File: src/dac_margin_map.svh
// Address map, field positions and reset values of the margin register bank.
// Assumes a serial front end that hands over byte addresses or PMBus page and command codes.
`ifndef DAC_MARGIN_MAP_SVH
`define DAC_MARGIN_MAP_SVH

// Serial byte addresses
`define ADDR_NULL          8'h00
`define ADDR_HIGH_CH0      8'h01
`define ADDR_LOW_CH0       8'h02
`define ADDR_HIGH_CH1      8'h07
`define ADDR_LOW_CH1       8'h08
`define ADDR_HIGH_CH2      8'h0d
`define ADDR_LOW_CH2       8'h0e
`define ADDR_HIGH_CH3      8'h13
`define ADDR_LOW_CH3       8'h14

// PMBus pages and command codes
`define PMBUS_PAGE_LAST    8'h03
`define PMBUS_PAGE_COMMON  8'hff
`define PMBUS_CMD_HIGH     8'h25
`define PMBUS_CMD_LOW      8'h26
`define PMBUS_CMD_NULL     8'hd0

// Field layout and values
`define CODE_MSB           15
`define CODE_LSB           4
`define NIBBLE_ZERO        4'h0
`define NULL_VALUE         16'h0000
`define CODE_RESET         12'h000
`define CODE_MASK_12       12'hfff
`define CODE_MASK_10       12'hffc

`endif

File: src/dac_margin_pkg.sv
// Types shared by the margin register bank and its code register.
// Assumes nothing beyond the constants header.
package dac_margin_pkg;

    // One register access from the serial front end
    typedef struct packed {
        logic        valid;
        logic        write;
        logic        pmbus;
        logic [7:0]  addr;
        logic [7:0]  page;
        logic [15:0] wdata;
    } access_t;

    // Answer to an access, one cycle later
    typedef struct packed {
        logic        valid;
        logic        hit;
        logic [15:0] rdata;
    } response_t;

    // Codes handed to the converter channels
    typedef struct packed {
        logic [3:0][11:0] high;
        logic [3:0][11:0] low;
    } margin_codes_t;

    // Decode result
    typedef struct packed {
        logic       hit;
        logic       null_hit;
        logic [2:0] index;
    } decode_t;

    typedef struct packed {
        logic [11:0] code;
    } code_state_t;

    typedef struct packed {
        response_t rsp;
    } bank_state_t;

endpackage

File: src/dac_margin_regs.sv
// Margin register bank: null register and per-channel margin-high and margin-low codes.
// Assumes the serial engines and the page register sit outside and present one access per valid cycle.
//
// Behaviour
// (RL1) Byte address 00h is a read-only null register that always reads zero and has no side effect.
// (RL2) Margin-high codes of channels 0 to 3 sit at 01h, 07h, 0Dh and 13h and reset to zero.
// (RL3) Margin-low codes of channels 0 to 3 sit at 02h, 08h, 0Eh and 14h and reset to zero.
// (RL4) Over PMBus, page 00h to 03h picks the channel and command 25h reaches its margin-high code.
// (RL5) Over PMBus, page 00h to 03h picks the channel and command 26h reaches its margin-low code.
// (RL6) Each code is unsigned straight binary in word bits 15 to 4, with bits 3 to 0 ignored.
// (RL7) The 12-bit variant keeps all twelve code bits; the 10-bit variant drops the lowest two.
// (RL8) The margin-high code is read-write and resets to 000h.
// (RL9) The margin-low code is read-write, resets to 000h and has the same format as margin-high.
// (RL10) Writes to the low nibble have no effect and reads of it return zero.
`timescale 1ns/1ps
`include "dac_margin_map.svh"

module dac_margin_regs #(
    parameter bit ten_bit_variant = 1'b0
) (
    input  wire logic                          clk_sys,
    input  wire logic                          reset,
    input  wire dac_margin_pkg::access_t       access,
    output dac_margin_pkg::response_t          response,
    output dac_margin_pkg::margin_codes_t      margin_codes
);

    localparam logic [11:0] code_mask = ten_bit_variant ? `CODE_MASK_10 : `CODE_MASK_12;

    dac_margin_pkg::bank_state_t state;
    dac_margin_pkg::bank_state_t next_state;
    dac_margin_pkg::decode_t     dec;
    logic [7:0][11:0]            code_q;
    logic [7:0]                  write_en;
    logic [11:0]                 write_code;

    // Map an access to a code register index (channel * 2 + low)
    function automatic dac_margin_pkg::decode_t decode(input dac_margin_pkg::access_t a);
        dac_margin_pkg::decode_t d;
        d = '0;
        if (a.pmbus) begin
            if (a.page <= `PMBUS_PAGE_LAST && a.addr == `PMBUS_CMD_HIGH) begin
                d.hit   = 1'b1; // RL4
                d.index = {a.page[1:0], 1'b0};
            end else if (a.page <= `PMBUS_PAGE_LAST && a.addr == `PMBUS_CMD_LOW) begin
                d.hit   = 1'b1; // RL5
                d.index = {a.page[1:0], 1'b1};
            end else if (a.page == `PMBUS_PAGE_COMMON && a.addr == `PMBUS_CMD_NULL) begin
                d.null_hit = 1'b1;
            end
        end else begin
            // RL2 RL3
            unique case (a.addr)
                `ADDR_NULL: d.null_hit = 1'b1; // RL1
                `ADDR_HIGH_CH0: begin d.hit = 1'b1; d.index = 3'h0; end
                `ADDR_LOW_CH0:  begin d.hit = 1'b1; d.index = 3'h1; end
                `ADDR_HIGH_CH1: begin d.hit = 1'b1; d.index = 3'h2; end
                `ADDR_LOW_CH1:  begin d.hit = 1'b1; d.index = 3'h3; end
                `ADDR_HIGH_CH2: begin d.hit = 1'b1; d.index = 3'h4; end
                `ADDR_LOW_CH2:  begin d.hit = 1'b1; d.index = 3'h5; end
                `ADDR_HIGH_CH3: begin d.hit = 1'b1; d.index = 3'h6; end
                `ADDR_LOW_CH3:  begin d.hit = 1'b1; d.index = 3'h7; end
                default: d = '0;
            endcase
        end
        return d;
    endfunction

    // Decode and write strobes
    always_comb begin
        dec        = decode(access);
        write_en   = '0;
        write_code = access.wdata[`CODE_MSB:`CODE_LSB]; // RL6 RL10
        if (access.valid && access.write && dec.hit) begin
            write_en[dec.index] = 1'b1;
        end
    end

    // Code storage: even index margin-high, odd index margin-low
    for (genvar g = 0; g < 8; g++) begin : g_code
        margin_code_reg #(
            .code_mask (code_mask)
        ) u_code (
            .clk_sys    (clk_sys),
            .reset      (reset),
            .write_en   (write_en[g]),
            .write_code (write_code),
            .code       (code_q[g])
        );
    end

    // Spread codes to channels
    always_comb begin
        margin_codes = '0;
        for (int c = 0; c < 4; c++) begin
            margin_codes.high[c] = code_q[2 * c];     // RL8
            margin_codes.low[c]  = code_q[2 * c + 1]; // RL9
        end
    end

    // Answer: read data with a zero nibble, null reads zero
    always_comb begin
        next_state           = state;
        next_state.rsp.valid = access.valid;
        next_state.rsp.hit   = access.valid && (dec.hit || dec.null_hit);
        next_state.rsp.rdata = `NULL_VALUE; // RL1
        if (access.valid && !access.write && dec.hit) begin
            next_state.rsp.rdata = {code_q[dec.index], `NIBBLE_ZERO}; // RL10
        end
    end

    always_ff @(posedge clk_sys) begin
        if (reset) begin
            state <= '0;
        end else begin
            state <= next_state;
        end
    end

    assign response = state.rsp;
endmodule // dac_margin_regs

File: src/margin_code_reg.sv
// One 12-bit margin code register with a resolution mask.
// Assumes a single-cycle write strobe on the clk_sys domain.
`timescale 1ns/1ps
`include "dac_margin_map.svh"

module margin_code_reg #(
    parameter logic [11:0] code_mask = `CODE_MASK_12
) (
    input  wire logic        clk_sys,
    input  wire logic        reset,
    input  wire logic        write_en,
    input  wire logic [11:0] write_code,
    output logic      [11:0] code
);

    dac_margin_pkg::code_state_t state;
    dac_margin_pkg::code_state_t next_state;

    // Store masked code; dropped bits stay zero
    always_comb begin
        next_state = state;
        if (write_en) begin
            next_state.code = write_code & code_mask; // RL7
        end
    end

    // Register with reset to zero
    always_ff @(posedge clk_sys) begin
        if (reset) begin
            state.code <= `CODE_RESET; // RL8
        end else begin
            state <= next_state;
        end
    end

    assign code = state.code;

endmodule // margin_code_reg

File: config.mk
export PLATFORM = sky130hd
export DESIGN_NAME = dac_margin_regs
export DESIGN_NICKNAME = d
export VERILOG_FILES = /design/src/dac_margin_pkg.sv /design/src/dac_margin_regs.sv /design/src/margin_code_reg.sv
export VERILOG_INCLUDE_DIRS = /design/src
export SDC_FILE = /design/constraint.sdc
export NUM_CORES = 1
export LEC_CHECK = 0
export BUFFER_PORTS_ARGS = -buffer_cell sky130_fd_sc_hd__buf_2
export CAP_MARGIN = 20
export CORE_ASPECT_RATIO = 1.1
export CORE_MARGIN = 2
export CORE_UTILIZATION = 47
export DETAILED_ROUTE_END_ITERATION = 8
export PLACE_DENSITY_LB_ADDON = 0.15
export SLEW_MARGIN = 20
export SYNTH_ARGS = -nofsm -noshare
export SYNTH_HDL_FRONTEND = slang
export SYNTH_SLANG_ARGS = --single-unit
File: constraint.sdc
create_clock -name clk_sys -period 1.93 [get_ports clk_sys]
set_input_delay 0 -clock clk_sys [delete_from_list [all_inputs] [get_ports clk_sys]]
set_output_delay 0 -clock clk_sys [all_outputs]
set_load 0.02 [all_outputs]
==> impl_metrics.toml <==
[sta]
hold_viol = 0
fin_crit_sh_pct = 95.00
clock_skew_ps = 5.861
rsz0062_at_grt = "false"
tns_ps = 0
slew_violations = 0
relSlewSlack_pct = 39.48
setup_viol = 0
fin_crit_ps = 1834
fmax_mhz = 545.4
max_slew.worst_pin.slew_ps = 907.8

[min_path]
min_to = "response[16]"
hold_depth = 5
min_from = "access[19]"
min_path_type = "primary input to flop"

[power]
power.density_nw_per_um2 = 642.9
irDropWorstVdd_mv = 0.5701
p_total_mw = 4.484
power.leakage_nw = 3.536

[logic_synthesis]
synthArstFlopShare_pct = 0
synth_top_area_share_pct = 41.37
synth-edff-count = 0
synth_top_area_cell = "dfxtp_1"
yosysSeqAreaShare_pct = 41.37
ys_top_cells_by_area = "dfxtp_1 (41%), mux2i_1 (26%), nand2b_1 (8.6%)"
synth-main-ff-cell = "dfxtp_1"
syn_avg_cell_area_um2 = 10.42
synth_common_cells = "mux2i_1 (138), dfxtp_1 (110), nand2b_1 (73)"
synthDistinctLibCells = 52
synth_warnings = 0
synthCells = 511
syn_area_um2 = 5323
synth_seq_cells = 110
yosysMostFrequentCell = "mux2i_1"

[worst_setup_path]
r2r_end = "response[4]"
required_ps = 2160
critPathArrivalTime_ps = 2060
cp_max_fo = 19
critical_path_class = "primary input to flop"
r2r_cells = 3
r2r_slack_ps = 850
r2r_start = "g_code[5].u_code.code[0]"
end_kind = "flop"
crit_path_start_kind = "primary input"

[die]
die_w_um = 105.5
ios = 151
initial_core_util_pct = 48.56
design.core.area_um2 = 10960
dieArea_um2 = 12190
rows = 40
die_h_um = 115.6

[clock_network]
clk_root_buffer_cell = "clkbuf_16"
clk_path_buf_depth = 2
h-tree-depth = 3
cts_tree = "done"
cts_resized = 0
clock-sinks = 110
clkTransAtPathRegs_ps = 70
clk_latency_ps = 340
cts_made_buffers = 9

[drt]
viasPerCell = 5.283
first_pass_iters = 4
routed_wl_um = 15430
drc = 0
drt_iter0_drc = 222
dr_total_vias = 4480
wl_per_cell_um = 18.19
final_antenna_net_count = 0

[global_routing]
grt_busiest_layer = "met2"
grtUsageTotal_pct = 25.43
grt_pass1_wl_um = 23780
grt_max_degree = 109
met2_usage_pct = 47.74
met1_usage_pct = 28.13
grt_pass1_vias = 4492
antenna_found_initial = 0
grt.met3_usage_pct = 5.456
gr-total-overflow = 0

[placement]
port_buffers = 142
place_congestion = 0.9016
place_hpwl_um = 11760

[layout]
areaGrowthSynthToFinish_pct = 31.03
post-route-util_pct = 63.63
drive_gt1_share_pct = 33.24
antenna_cells = 0
nNetsFinal = 733

[job]
maxCapViolations = 0

[outcome]
outcome = "complete, no violations"
==> worst max-delay path by stage <==
stage	startpoint	to	slack (ps)	cells past startpoint
global placement	access[25]	response[4]	-270	8
floorplan	access[24]	response[11]	80	9
finish	access[26]	response[4]	100	8
CTS	access[25]	response[4]	60	8
global route	access[26]	response[4]	40	9
detailed placement	access[25]	response[4]	-270	8
==> repair_timing <==
item / 4_1_cts / 5_1_grt
buffers inserted: 0 / 0
setup endpoints to repair: 0 / 1
hold buffers: 14 / 0
hold endpoints to repair: 35 / 0
==> power breakdown <==
group | total [mW] | switching (mW) | internal (mW) | leakage [nW]
clock | 1.87 | 0.825 | 1.04 | 0.142
sequential | 2.27 | 0.00143 | 2.27 | 0.886
combinational | 0.345 | 0.186 | 0.158 | 2.51
total | 4.48 | 1.01 | 3.47 | 3.54
==> area by class of cell <==
class	count	area, um2
clock buffers	11	242.7
clock inverters	5	58.81
fillers	923	3986
inverters	4	15.01
multi-input cells	362	2885
flip-flops and latches	110	2202
well taps	147	183.9
repair buffers	209	1386
==> cell usage in the layout, fill, tap and decap left out, types with 7 or more instances in the layout <==
master,Yosys,final
dlygate4sd3_1,0,14
dfxtp_1,110,110
nand2b_1,73,73
mux2i_1,138,138
nor2_1,51,51
buf_12,0,11
buf_4,6,42
mux2_2,7,7
clkbuf_16,0,9
buf_2,7,142
==> cells by family after synthesis <==
group	after synthesis	synth area share, %
compound gates	45	6.841
xor+xnor	2	0.3292
buf+inv	42	4.960
flops	110	41.37
mux	145	27.43
other cells	1	0.07045
simple gates	166	18.99
==> flip-flops by register name (all words and copies together) (netlist names) <==
signal and count:
g_code.u_code.code 96, response 14
==> metal layers <==
metal / routed length (um) / vias to the layer above
li1: - / 2178
met1: 6090 / 2150
met2: 8176 / 128
met3: 746 / 24
met4: 415 / 0
met5: 0 / -
==> worst max-delay path, cell delays in order <==
cell      delay, ps
buf_2           120
or4b_1          540
a211oi_2        350
a311oi_4        150
buf_12          240
mux2i_1         280
o22ai_1         140
a211o_1         240
==> stage by stage <==
step | hold slack, ps | std cells | instance area (um2) | setup WS (ps)
CTS | 144.7 | 848 | 6974 | 59.15
finish | 138.8 | 848 | 6974 | 96.41
detailed placement | 285.7 | 818 | 6533 | -266.3
global placement | 272.5 | 818 | 6533 | -272.6
global route | 152.7 | 848 | 6974 | 40.75
floorplan | 138.4 | 514 | 5334 | 78.33
Power figures use the tool's default switching activity.
